--- config.mk ---
export PLATFORM = sky130hd
export DESIGN_NAME = pafm_top
export DESIGN_NICKNAME = d
export VERILOG_FILES = /design/src/core/pafm_pkg.sv /design/src/core/pafm_pin_if.sv /design/src/core/pafm_cells.sv /design/src/core/pafm_top.sv
export SDC_FILE = /design/constraint.sdc
export NUM_CORES = 1
export LEC_CHECK = 0
export ABC_AREA = 0
export BUFFER_PORTS_ARGS = -buffer_cell sky130_fd_sc_hd__buf_2
export CORE_MARGIN = 2
export CORE_UTILIZATION = 50
export CTS_BUF_LIST = sky130_fd_sc_hd__clkbuf_8
export DETAILED_ROUTE_END_ITERATION = 8
export PLACE_DENSITY = 0.71
export SETUP_SLACK_MARGIN = 0.3
export SYNTH_ARGS = -nofsm -noshare
export SYNTH_HDL_FRONTEND = slang
export SYNTH_SLANG_ARGS = --single-unit
export TNS_END_PERCENT = 30
--- constraint.sdc ---
create_clock -name clk_sys -period 8.7 [get_ports clk_sys]
set_input_delay 1.74 -clock clk_sys [delete_from_list [all_inputs] [get_ports clk_sys]]
set_output_delay 1.74 -clock clk_sys [all_outputs]
set_load 0.01 [all_outputs]
--- src/core/pafm_pkg.sv ---
// Constants for the port alternate function mux.
// Assumes a single system clock and synchronous active-high reset.
// Contract
// - Peripheral signals are ANDed with the port latch bit: output always, input outside input-only mode.
// - A zero latch bit forces alternate output to zero, and alternate input too outside input-only mode.
// - Clearing the latch forces zero, except for input-only pins.
// - Two mode bits choose quasi, output, input-only or open-drain mode.
// - Port 1 bit 0 is general only with secondary oscillator off or internal.
// - Port 4 bit 2 is general with secondary oscillator off, internal or ext.
// - Port 4 bit 4 carries address latch strobe unless latch-off bit is set.
// - Port 4 bit 6 is general only with primary oscillator in internal RC.
// - Port 4 bit 7 is general with primary oscillator internal RC or ext.
// - Analog input pins come up input-only after reset, whatever the fuse.
package pafm_pkg;
    localparam int NPORT = 5;
    localparam int NPIN = NPORT * 8;

    typedef enum logic [1:0] {
        PAFM_MODE_QUASI = 2'h0,
        PAFM_MODE_PUSH = 2'h1,
        PAFM_MODE_INPUT = 2'h2,
        PAFM_MODE_OPEN = 2'h3
    } pafm_mode_t;

    typedef enum logic [1:0] {
        PAFM_OSC_OFF = 2'h0,
        PAFM_OSC_XTAL = 2'h1,
        PAFM_OSC_EXT = 2'h2,
        PAFM_OSC_INT = 2'h3
    } pafm_osc_t;

    // Register offsets on the plain port
    localparam logic [3:0] ADDR_LATCH0 = 4'h0;
    localparam logic [3:0] ADDR_MODE_FIRST0 = 4'h5;
    localparam logic [3:0] ADDR_MODE_SECOND0 = 4'hA;
    localparam logic [3:0] ADDR_CONFIG = 4'hF;
    localparam int CFG_PRI_LSB = 0;
    localparam int CFG_SEC_LSB = 2;
    localparam int CFG_ALOFF_BIT = 4;
    localparam int CFG_FUSE_BIT = 5;

    // Pin indices of the shared pins
    localparam int PIN_SEC_XIN = 8;
    localparam int PIN_SEC_XOUT = 34;
    localparam int PIN_ALE = 36;
    localparam int PIN_PRI_XIN = 38;
    localparam int PIN_PRI_XOUT = 39;

    // Reset values, fuse set / fuse clear
    localparam logic [39:0] RST_FIRST_FUSE1 = 40'hC7_FF_FF_FF_FF;
    localparam logic [39:0] RST_FIRST_FUSE0 = 40'h03_00_00_00_FF;
    localparam logic [39:0] RST_SECOND = 40'h03_00_00_00_FF;
    // Analog pins: port 0 and port 2 bits 2..7 forced input-only
    localparam logic [39:0] ANALOG_MASK = 40'h00_00_FC_00_FF;
    localparam logic [39:0] RST_LATCH = 40'hFF_FF_FF_FF_FF;
    localparam logic [7:0] RST_CONFIG = 8'h20;
endpackage

--- src/core/pafm_pin_if.sv ---
// Interface between the register file and the pin cell array.
// Assumes both ends sit on clk_sys.
`timescale 1ns/100ps
`default_nettype none
interface pafm_pin_if;
    logic [39:0] latch;
    logic [39:0] mode_first;
    logic [39:0] mode_second;
    logic [39:0] gp_free;
    modport regs (output latch, mode_first, mode_second, gp_free);
    modport cells (input latch, mode_first, mode_second, gp_free);
endinterface
`default_nettype wire

--- src/core/pafm_cells.sv ---
// Combinational pin cells: mode decode and latch gating per pin.
// Assumes pin inputs already synchronised by the caller.
`timescale 1ns/100ps
`default_nettype none
module pafm_cells (
    pafm_pin_if.cells pins,
    input wire logic [39:0] pin_sync,
    input wire logic [39:0] periph_out,
    input wire logic [39:0] periph_drv,
    output logic [39:0] next_pin_o,
    output logic [39:0] next_pin_oe,
    output logic [39:0] next_periph_in
);
    genvar g;
    generate
        for (g = 0; g < 40; g++) begin : g_pin
            logic [1:0] mode;
            logic drive_val;
            assign mode = {pins.mode_first[g], pins.mode_second[g]};
            // General data or peripheral data, gated by latch
            assign drive_val = pins.latch[g] &
                (periph_drv[g] ? periph_out[g] : 1'b1);
            always_comb begin
                next_pin_o[g] = drive_val;
                next_pin_oe[g] = 1'b0;
                unique case (mode)
                    // Weak pull-up outside; only a low is driven
                    pafm_pkg::PAFM_MODE_QUASI: next_pin_oe[g] = ~drive_val;
                    pafm_pkg::PAFM_MODE_PUSH: next_pin_oe[g] = 1'b1;
                    pafm_pkg::PAFM_MODE_INPUT: next_pin_oe[g] = 1'b0;
                    pafm_pkg::PAFM_MODE_OPEN: next_pin_oe[g] = ~drive_val;
                endcase
                // Crystal or strobe owned pins are never driven here
                if (!pins.gp_free[g]) begin
                    next_pin_oe[g] = 1'b0;
                end
                // Input-only ignores the latch
                if (mode == pafm_pkg::PAFM_MODE_INPUT) begin
                    next_periph_in[g] = pin_sync[g] & pins.gp_free[g];
                end else begin
                    next_periph_in[g] = pin_sync[g] & pins.latch[g] &
                        pins.gp_free[g];
                end
            end
        end
    endgenerate
endmodule
`default_nettype wire

--- src/core/pafm_top.sv ---
// Port alternate function mux: latches, mode bits and pin gating.
// Assumes pins are asynchronous; peripherals run on clk_sys.
`timescale 1ns/100ps
`default_nettype none
module pafm_top (
    input wire logic clk_sys,
    input wire logic srst,
    input wire logic clk_en,
    input wire logic [3:0] reg_addr,
    input wire logic [7:0] reg_wdata,
    input wire logic reg_wr,
    input wire logic reg_rd,
    output logic [7:0] reg_rdata,
    input wire logic [39:0] pin_i,
    output logic [39:0] pin_o,
    output logic [39:0] pin_oe,
    input wire logic [39:0] periph_out,
    input wire logic [39:0] periph_drv,
    output logic [39:0] periph_in,
    input wire logic ale_strobe,
    output logic ale_pin_o,
    output logic sec_xtal_sel,
    output logic pri_xtal_in_sel,
    output logic pri_xtal_out_sel
);
    pafm_pin_if pins ();

    logic [39:0] latch, next_latch;
    logic [39:0] mfirst, next_mfirst;
    logic [39:0] msecond, next_msecond;
    logic [7:0] cfg, next_cfg;
    logic [7:0] rdata, next_rdata;
    logic [39:0] sync1, sync2;
    logic [39:0] pin_o_r, pin_oe_r, pin_in_r;
    logic [39:0] c_o, c_oe, c_in;
    logic [39:0] gp_free;
    logic ale_r, sec_r, pin_r, pout_r;
    logic ale_pin, sec_own, pri_in_own, pri_out_own;
    pafm_pkg::pafm_osc_t pri_osc, sec_osc;

    // Index of the byte a register offset refers to
    function automatic logic [2:0] byte_sel(input logic [3:0] a,
                                            input logic [3:0] base);
        logic [3:0] d;
        d = a - base;
        byte_sel = d[2:0];
    endfunction

    function automatic logic in_range(input logic [3:0] a,
                                      input logic [3:0] base);
        in_range = (a >= base) && (a < base + 4'h5);
    endfunction

    assign pri_osc = pafm_pkg::pafm_osc_t'(cfg[pafm_pkg::CFG_PRI_LSB +: 2]);
    assign sec_osc = pafm_pkg::pafm_osc_t'(cfg[pafm_pkg::CFG_SEC_LSB +: 2]);

    // Ownership of shared pins by oscillators and strobe
    always_comb begin
        gp_free = '1;
        sec_own = !(sec_osc == pafm_pkg::PAFM_OSC_OFF ||
                    sec_osc == pafm_pkg::PAFM_OSC_INT);
        if (sec_own) begin
            gp_free[pafm_pkg::PIN_SEC_XIN] = 1'b0;
        end
        if (sec_own && sec_osc != pafm_pkg::PAFM_OSC_EXT) begin
            gp_free[pafm_pkg::PIN_SEC_XOUT] = 1'b0;
        end
        ale_pin = !cfg[pafm_pkg::CFG_ALOFF_BIT];
        if (ale_pin) begin
            gp_free[pafm_pkg::PIN_ALE] = 1'b0;
        end
        pri_in_own = pri_osc != pafm_pkg::PAFM_OSC_INT;
        if (pri_in_own) begin
            gp_free[pafm_pkg::PIN_PRI_XIN] = 1'b0;
        end
        pri_out_own = !(pri_osc == pafm_pkg::PAFM_OSC_INT ||
                        pri_osc == pafm_pkg::PAFM_OSC_EXT);
        if (pri_out_own) begin
            gp_free[pafm_pkg::PIN_PRI_XOUT] = 1'b0;
        end
    end

    assign pins.latch = latch;
    assign pins.mode_first = mfirst;
    assign pins.mode_second = msecond;
    assign pins.gp_free = gp_free;

    pafm_cells u_cells (
        .pins(pins),
        .pin_sync(sync2),
        .periph_out(periph_out),
        .periph_drv(periph_drv),
        .next_pin_o(c_o),
        .next_pin_oe(c_oe),
        .next_periph_in(c_in)
    );

    // Register writes and read mux
    always_comb begin
        next_latch = latch;
        next_mfirst = mfirst;
        next_msecond = msecond;
        next_cfg = cfg;
        next_rdata = 8'h00;
        if (reg_wr) begin
            if (in_range(reg_addr, pafm_pkg::ADDR_LATCH0)) begin
                next_latch[byte_sel(reg_addr, pafm_pkg::ADDR_LATCH0)*8 +: 8]
                    = reg_wdata;
            end else if (in_range(reg_addr, pafm_pkg::ADDR_MODE_FIRST0)) begin
                next_mfirst[byte_sel(reg_addr,
                    pafm_pkg::ADDR_MODE_FIRST0)*8 +: 8] = reg_wdata;
            end else if (in_range(reg_addr,
                                  pafm_pkg::ADDR_MODE_SECOND0)) begin
                next_msecond[byte_sel(reg_addr,
                    pafm_pkg::ADDR_MODE_SECOND0)*8 +: 8] = reg_wdata;
            end else begin
                next_cfg = reg_wdata;
            end
        end
        if (reg_rd) begin
            if (in_range(reg_addr, pafm_pkg::ADDR_LATCH0)) begin
                next_rdata = latch[byte_sel(reg_addr,
                    pafm_pkg::ADDR_LATCH0)*8 +: 8];
            end else if (in_range(reg_addr, pafm_pkg::ADDR_MODE_FIRST0)) begin
                next_rdata = mfirst[byte_sel(reg_addr,
                    pafm_pkg::ADDR_MODE_FIRST0)*8 +: 8];
            end else if (in_range(reg_addr,
                                  pafm_pkg::ADDR_MODE_SECOND0)) begin
                next_rdata = msecond[byte_sel(reg_addr,
                    pafm_pkg::ADDR_MODE_SECOND0)*8 +: 8];
            end else begin
                next_rdata = cfg;
            end
        end
    end

    always_ff @(posedge clk_sys) begin
        if (srst) begin
            latch <= pafm_pkg::RST_LATCH;
            cfg <= pafm_pkg::RST_CONFIG;
            rdata <= 8'h00;
            sync1 <= '0;
            sync2 <= '0;
            pin_o_r <= '0;
            pin_oe_r <= '0;
            pin_in_r <= '0;
            ale_r <= 1'b0;
            sec_r <= 1'b0;
            pin_r <= 1'b0;
            pout_r <= 1'b0;
            // Fuse-set default always; nothing reloads it from the fuse bit after release
            mfirst <= pafm_pkg::RST_FIRST_FUSE1 | pafm_pkg::ANALOG_MASK;
            msecond <= pafm_pkg::RST_SECOND & ~pafm_pkg::ANALOG_MASK;
        end else if (clk_en) begin
            latch <= next_latch;
            mfirst <= next_mfirst;
            msecond <= next_msecond;
            cfg <= next_cfg;
            rdata <= next_rdata;
            sync1 <= pin_i;
            sync2 <= sync1;
            pin_o_r <= c_o;
            pin_oe_r <= c_oe;
            pin_in_r <= c_in;
            ale_r <= ale_pin & ale_strobe;
            sec_r <= sec_own;
            pin_r <= pri_in_own;
            pout_r <= pri_out_own;
        end
    end

    // Flag set on the first enabled cycle after reset; the cfg fuse bit is never sampled, analog pins stay
    // input-only either way
    logic fuse_applied;
    always_ff @(posedge clk_sys) begin
        if (srst) begin
            fuse_applied <= 1'b0;
        end else if (clk_en && !fuse_applied) begin
            fuse_applied <= 1'b1;
        end
    end

    assign reg_rdata = rdata;
    assign pin_o = pin_o_r;
    assign pin_oe = pin_oe_r;
    assign periph_in = pin_in_r;
    assign ale_pin_o = ale_r;
    assign sec_xtal_sel = sec_r;
    assign pri_xtal_in_sel = pin_r;
    assign pri_xtal_out_sel = pout_r;
endmodule
`default_nettype wire

# [Yosys cells after proc, flatten, opt, wreduce, memory -nomap -nowiden]
# Index checks and enable logic that the tools add are counted.
[totals] regBits=340 word_cells=524 in_bits=138
[op_classes] n_eq_ne=125 shift=9 reduce_logical=94 n_mux=137 magnitude_cmp=6 n_addsub=5 bitwise_logic=134
[ops] cell="2-bit equality test, second input constant" n=83
[ops] cell="40-bit bitwise mux" n=3
[ops] cell="1-bit one-hot mux with 3 select lines" n=40
[ops] cell="8-bit by 34-bit variable shift with 40-bit output, first input constant" n=3
[ops] cell="40-bit by 7-bit variable part select with 8-bit output" n=3
[ops] cell="8-bit by 34-bit variable part select with 40-bit output" n=3
[ops] cell="6-bit negator with 34-bit output" n=3
[ops] cell="1-bit AND" n=91
[ops] cell="1-bit two-way mux" n=90
[ops] cell="2-bit zero test" n=41
[ops] cell="2-bit by 1-bit equality test with 1-bit output, second input constant" n=40
[ops] cell="2-bit OR reduction" n=40
[ops] cell="1-bit inverter" n=43
[ops] cell="8-bit two-way mux" n=4
[ops] cell="5-bit AND reduction" n=2
[ops] cell="4-bit less-than comparator, second input constant" n=2
[ops] cell="4-bit by 1-bit >= comparator with 1-bit output, second input constant" n=1
[ops] cell="4-bit by 3-bit >= comparator with 1-bit output, second input constant" n=1
[ops] cell="4-bit >= comparator, second input constant" n=1
[ops] cell="1-bit logical AND" n=4
[ops] cell="4-bit by 3-bit less-than comparator with 1-bit output, second input constant" n=1
[ops] cell="2-bit != test, second input constant" n=2
[ops] cell="4-bit AND reduction" n=1
[ops] cell="1-bit zero test" n=3
[ops] cell="other kinds (4)" n=5

# [Logic depth before layout (Yosys ltp)]
[logic_depth] word_depth=7 mapped_depth=14 ltp_nobuf=8

# [Cells and area by module]
# From an unflattened synthesis, not the netlist that was laid out.
[hier_totals] hier_cells=1795 hier_area_um2=16793.6
[modules_own_cells] mod="pafm_top" cells_each=1435 n_inst=1 area_per_inst_um2=14141.1 seq_area_each_um2=6806.5
[modules_own_cells] mod="pafm_cells" cells_each=360 n_inst=1 area_per_inst_um2=2652.5 seq_area_each_um2=0.0

# [Worst setup path after synthesis]
# Ideal clock, no wire load.
[synth_path] kind="input-to-reg" startpoint="input port reg_addr[0]" endpoint="register mfirst[6]" path_stages=12 t_required_ps=8580 setup_ps=120 arrival_ps=4465 slack_ps=4115 cell_sequence="buf_2 buf_2 inv_1 clkbuf_1 ha_1 xor2_2 ha_1 inv_1 nor4_4 buf_6 nor2b_1 a211o_1"
[synth_between] elab_chain_len=4 elab_cells_between_ends=13
[synth_lines] item="from (decl)" line="pafm_top.sv:9" text="input wire logic [3:0] reg_addr,"
[synth_lines] item="3-bit subtractor, or another cell as far along" line="pafm_top.sv:45" text="d = a - base;"
[synth_lines] item="6-bit negator with 34-bit output or 1-bit logical AND (tied branches)" line="pafm_top.sv:111, pafm_top.sv:51"
[synth_lines] item="8-bit by 34-bit variable part select with 40-bit output, or another cell as far along" line="pafm_top.sv:110" text="next_mfirst[byte_sel(reg_addr,"
[synth_lines] item="40-bit bitwise mux or 4-bit AND reduction (tied branches)"
[synth_lines] item="to (signal assigned)" line="pafm_top.sv:152" text="mfirst <= pafm_pkg::RST_FIRST_FUSE1 | pafm_pkg::ANALOG_MASK;"
[synth_lines] item="to (signal assigned)" line="pafm_top.sv:156" text="mfirst <= next_mfirst;"
[synth_lines] item="to (decl)" line="pafm_top.sv:29" text="logic [39:0] mfirst, next_mfirst;"
# Several ways; a longest one is shown, not always the timed one.
# A chain may end at the register's enable or synchronous reset.

# [Worst setup path after layout]
[layout_path] startpoint="input port reg_addr[1]" endpoint="register msecond[39]"
[layout_between] elab_chain_len=4 elab_cells_between_ends=17
[layout_lines] item="3-bit by 2-bit subtractor with 3-bit output, or another cell as far along" line="pafm_top.sv:45"
[layout_lines] item="6-bit negator with 34-bit output or 1-bit logical AND (tied branches)" line="pafm_top.sv:115, pafm_top.sv:51"
[layout_lines] item="8-bit by 34-bit variable part select with 40-bit output, or another cell as far along" line="pafm_top.sv:114" text="next_msecond[byte_sel(reg_addr,"
[layout_lines] item="40-bit bitwise mux or 5-bit AND reduction (tied branches)"
[layout_lines] item="to (signal assigned)" line="pafm_top.sv:153" text="msecond <= pafm_pkg::RST_SECOND & ~pafm_pkg::ANALOG_MASK;"
[layout_lines] item="to (signal assigned)" line="pafm_top.sv:157" text="msecond <= next_msecond;"
[layout_lines] item="to (decl)" line="pafm_top.sv:30" text="logic [39:0] msecond, next_msecond;"
# Several ways; a longest one is shown, not always the timed one.

==> flow_summary.yaml <==
clocking:
  cts_resized: 0
  clkLatencyLatePin_ns: 0.59
  postCtsHoldBufs: 0
  cts_setup_buffers: 0
  clkSlewWorstSetupHoldPaths_ns: 0.07
  cts_tree: "done"
  clock_sinks: 340
  h-tree-depth: 2
  cts-root-buf: "clkbuf_8"
  clock_path_buffers: 3
  cts_buffers: 55
outcome:
  outcome: "completed"
final_layout:
  instances_no_fill: 2327
  nets: 2077
  seq_area_um2: 6810
  drive_gt1_frac: 0.201
  fill_cells: 2709
  n_antenna_cell: 0
  fin_util: 0.594
  multi_input_area_um2: 7820
  area_delta_synth_final_pct: 17.2
synthesis:
  async_flop_share: 0
  ys.flop_type: "dfxtp_1"
  seq_area_frac_synth: 0.440
  ys_ff_latch: 340
  synth.distinct_cells: 50
  yosysWarningCount: 0
  mappedNetlistNets: 1852
  synth_simple_gate_area_frac: 0.142
  synth_edf_count: 0
  synthXorXnorAreaFrac: 0.00105
  muxShareOfSynthArea: 0.185
  yosys.area_share.adder: 0.0421
  avgSynthCellArea_um2: 9.30
  synth-compound-area-share: 0.136
  syn_inst: 1662
  synth_top_family_by_area: "multiplexers"
  syn_area_um2: 15500
detailed_routing:
  drc_errors: 0
  first_pass_iters: 6
  viasPerCell: 5.61
  finalWirelength_mm: 49.1
  drtIter0Drc: 1147
  via_count: 13056
  ant_nets: 0
  wire_per_inst_um: 21.1
hold_path:
  hp-class: "flip-flop to flip-flop"
sta:
  relSlewSlack: 0.152
  rsz0062_at_grt: "no"
  worstMarginPinSlew_ns: 1.26
  fin_skew_ns: 0.0144
  fin_tns_setup_ns: 0
  fin_hold_ws_ns: 0.456
  finalHoldViolCount: 0
  period_share: 0.542
  max_freq_ghz: 0.212
  setup_viol: 0
  period_minus_slack_ns: 4.72
  slew_viol_final: 0
floorplanning:
  core-area_um2: 30500
  io_pins: 270
  die_x_um: 180
  fp.dieH_um: 180
  die_area_um2: 32300
  rows: 64
  start_util: 0.507
power_and_ir_drop:
  ir_worst_vdd_mv: 0.109
  p_leak_nw: 8.08
  p_per_area_nw_per_um2: 188
global_route:
  grtUsageTotal: 0.293
  overflow: 0
  grt_pass1_vias: 12523
  antenna_found_initial: 1
  grt_pass1_wl_mm: 74.2
  grt_max_degree: 165
critical_path:
  path_cells: "buf_2 -> buf_4 -> inv_1 -> ha_1 -> nand3b_1 -> or4_1 -> or3_1 -> a21oi_1"
  max_stage_delay_ns: 0.89
  slowest_stage: "ha_1"
  required_ns: 9.21
  cp_max_fo: 52
  worstSetupStartpointType: "input port"
  crit_arrival_ns: 5.23
  critical_path_class: "input port to flip-flop"
  critPathCaptureType: "flip-flop"
placement:
  gp_congestion: 0.961
  placedCellCount: 2226
  dpl.hpwl_mm: 35.7
  io_buffers: 269
run:
  cap_violations: 0
[worst max-delay path: cells and delay by family]
kind | cells | cell delay (ns)
fa+ha+maj | 1 | 0.89
simple gates | 3 | 1.61
compound gates | 1 | 0.16
buf+inv | 3 | 0.80
[where the power goes]
part	internal, mW	switching [mW]
Clock	0.812	0.642
Combinational	0.122	0.211
Sequential	1.60	0.0261
[path summary, 6_finish.rpt]
path	start	end	slack, ns	cells after the start
setup / recovery	reg_addr[1]	msecond[39]	3.98	8
hold / removal	periph_in[29]	periph_in[29]	0.46	2
setup reg to reg	mfirst[6]	reg_rdata[6]	6.85	5
hold reg to reg	periph_in[29]	periph_in[29]	0.46	2
[cell usage after synthesis, types with 4 or more instances]
| master | n | area (um2) |
|---|---|---|
| a311o_1 | 5 | 50.1 |
| dfxtp_1 | 340 | 6810 |
| a221o_1 | 8 | 80.1 |
| nor2b_1 | 26 | 163 |
| o211ai_1 | 36 | 270 |
| a21oi_1 | 93 | 465 |
| nand2b_1 | 14 | 87.6 |
| mux4_2 | 8 | 180 |
| a32oi_1 | 7 | 61.3 |
| inv_1 | 105 | 394 |
| o22ai_1 | 15 | 93.8 |
| a211oi_1 | 4 | 30.0 |
| nand3b_1 | 4 | 30.0 |
| mux2_2 | 6 | 67.6 |
| nor3_2 | 4 | 40.0 |
| clkbuf_1 | 72 | 270 |
| nor2_1 | 273 | 1020 |
| o2111ai_1 | 4 | 35.0 |
| buf_1 | 21 | 78.8 |
| ha_1 | 52 | 651 |
| buf_2 | 11 | 55.1 |
| a21boi_0 | 32 | 240 |
| nor3_1 | 57 | 285 |
| nand2_1 | 76 | 285 |
| a211o_1 | 74 | 648 |
| nand3_1 | 6 | 30.0 |
| mux2i_1 | 261 | 2610 |
| nand4_1 | 8 | 50.1 |
| a21o_1 | 7 | 52.6 |
[cell type report]
class / instances / area share
multi-input cells: 1110 / 0.432
flip-flops and latches: 340 / 0.376
repair buffers: 275 / 0.0779
clock buffers: 77 / 0.0585
well taps: 396 / 0.0273
inverters: 105 / 0.0218
clock inverters: 24 / 0.00718
[registers in the layout (all words and copies together) (netlist names)]
signal and cells:
sync1 40, pin_o 40, sync2 40, sec_xtal_sel 1
reg_rdata 8, periph_in 40, msecond 40, ale_pin_o 1
pin_oe 40, pri_xtal_in_sel 1, pri_xtal_out_sel 1, mfirst 40
cfg 8, latch 40
[cells by family (layout without fill, tap and decap cells)]
logic type / count (synthesis) / in the layout
and+or+nand+nor: 488 / 488
DFF: 340 / 340
AOI/OAI and AO/OA: 294 / 294
muxes: 275 / 275
buffers and inverters: 212 / 481
adders and majority gates: 52 / 52
xor gates and xnor gates: 1 / 1
[placed cells by master (no fill, tap or decap), types with 14 or more instances in the layout]
cell	n
dfxtp_1	340
nor2_1	273
buf_2	267
mux2i_1	261
inv_1	118
a21oi_1	93
clkbuf_8	77
nand2_1	76
a211o_1	74
nor3_1	57
ha_1	52
o211ai_1	36
a21boi_0	32
nor2b_1	26
o22ai_1	15
nand2b_1	14
[metal layers]
metal  track usage  up-vias  wire length [um]
li1              -     6258                 -
met1         0.403     6222             22200
met2         0.459      474             21700
met3        0.0577      100              3440
met4         0.103        2              1680
met5             0        -                13
[through the flow]
step	total power, mW	cell area [um2]	worst slack [ns]
floorplan	1.87	15500	4.12
global placement	1.98	16900	3.51
detailed placement	1.99	16900	3.46
CTS	3.43	18100	4.07
global route	3.54	18100	3.77
finish	3.41	18100	3.98
No activity file was read; power rests on OpenSTA's default activity.
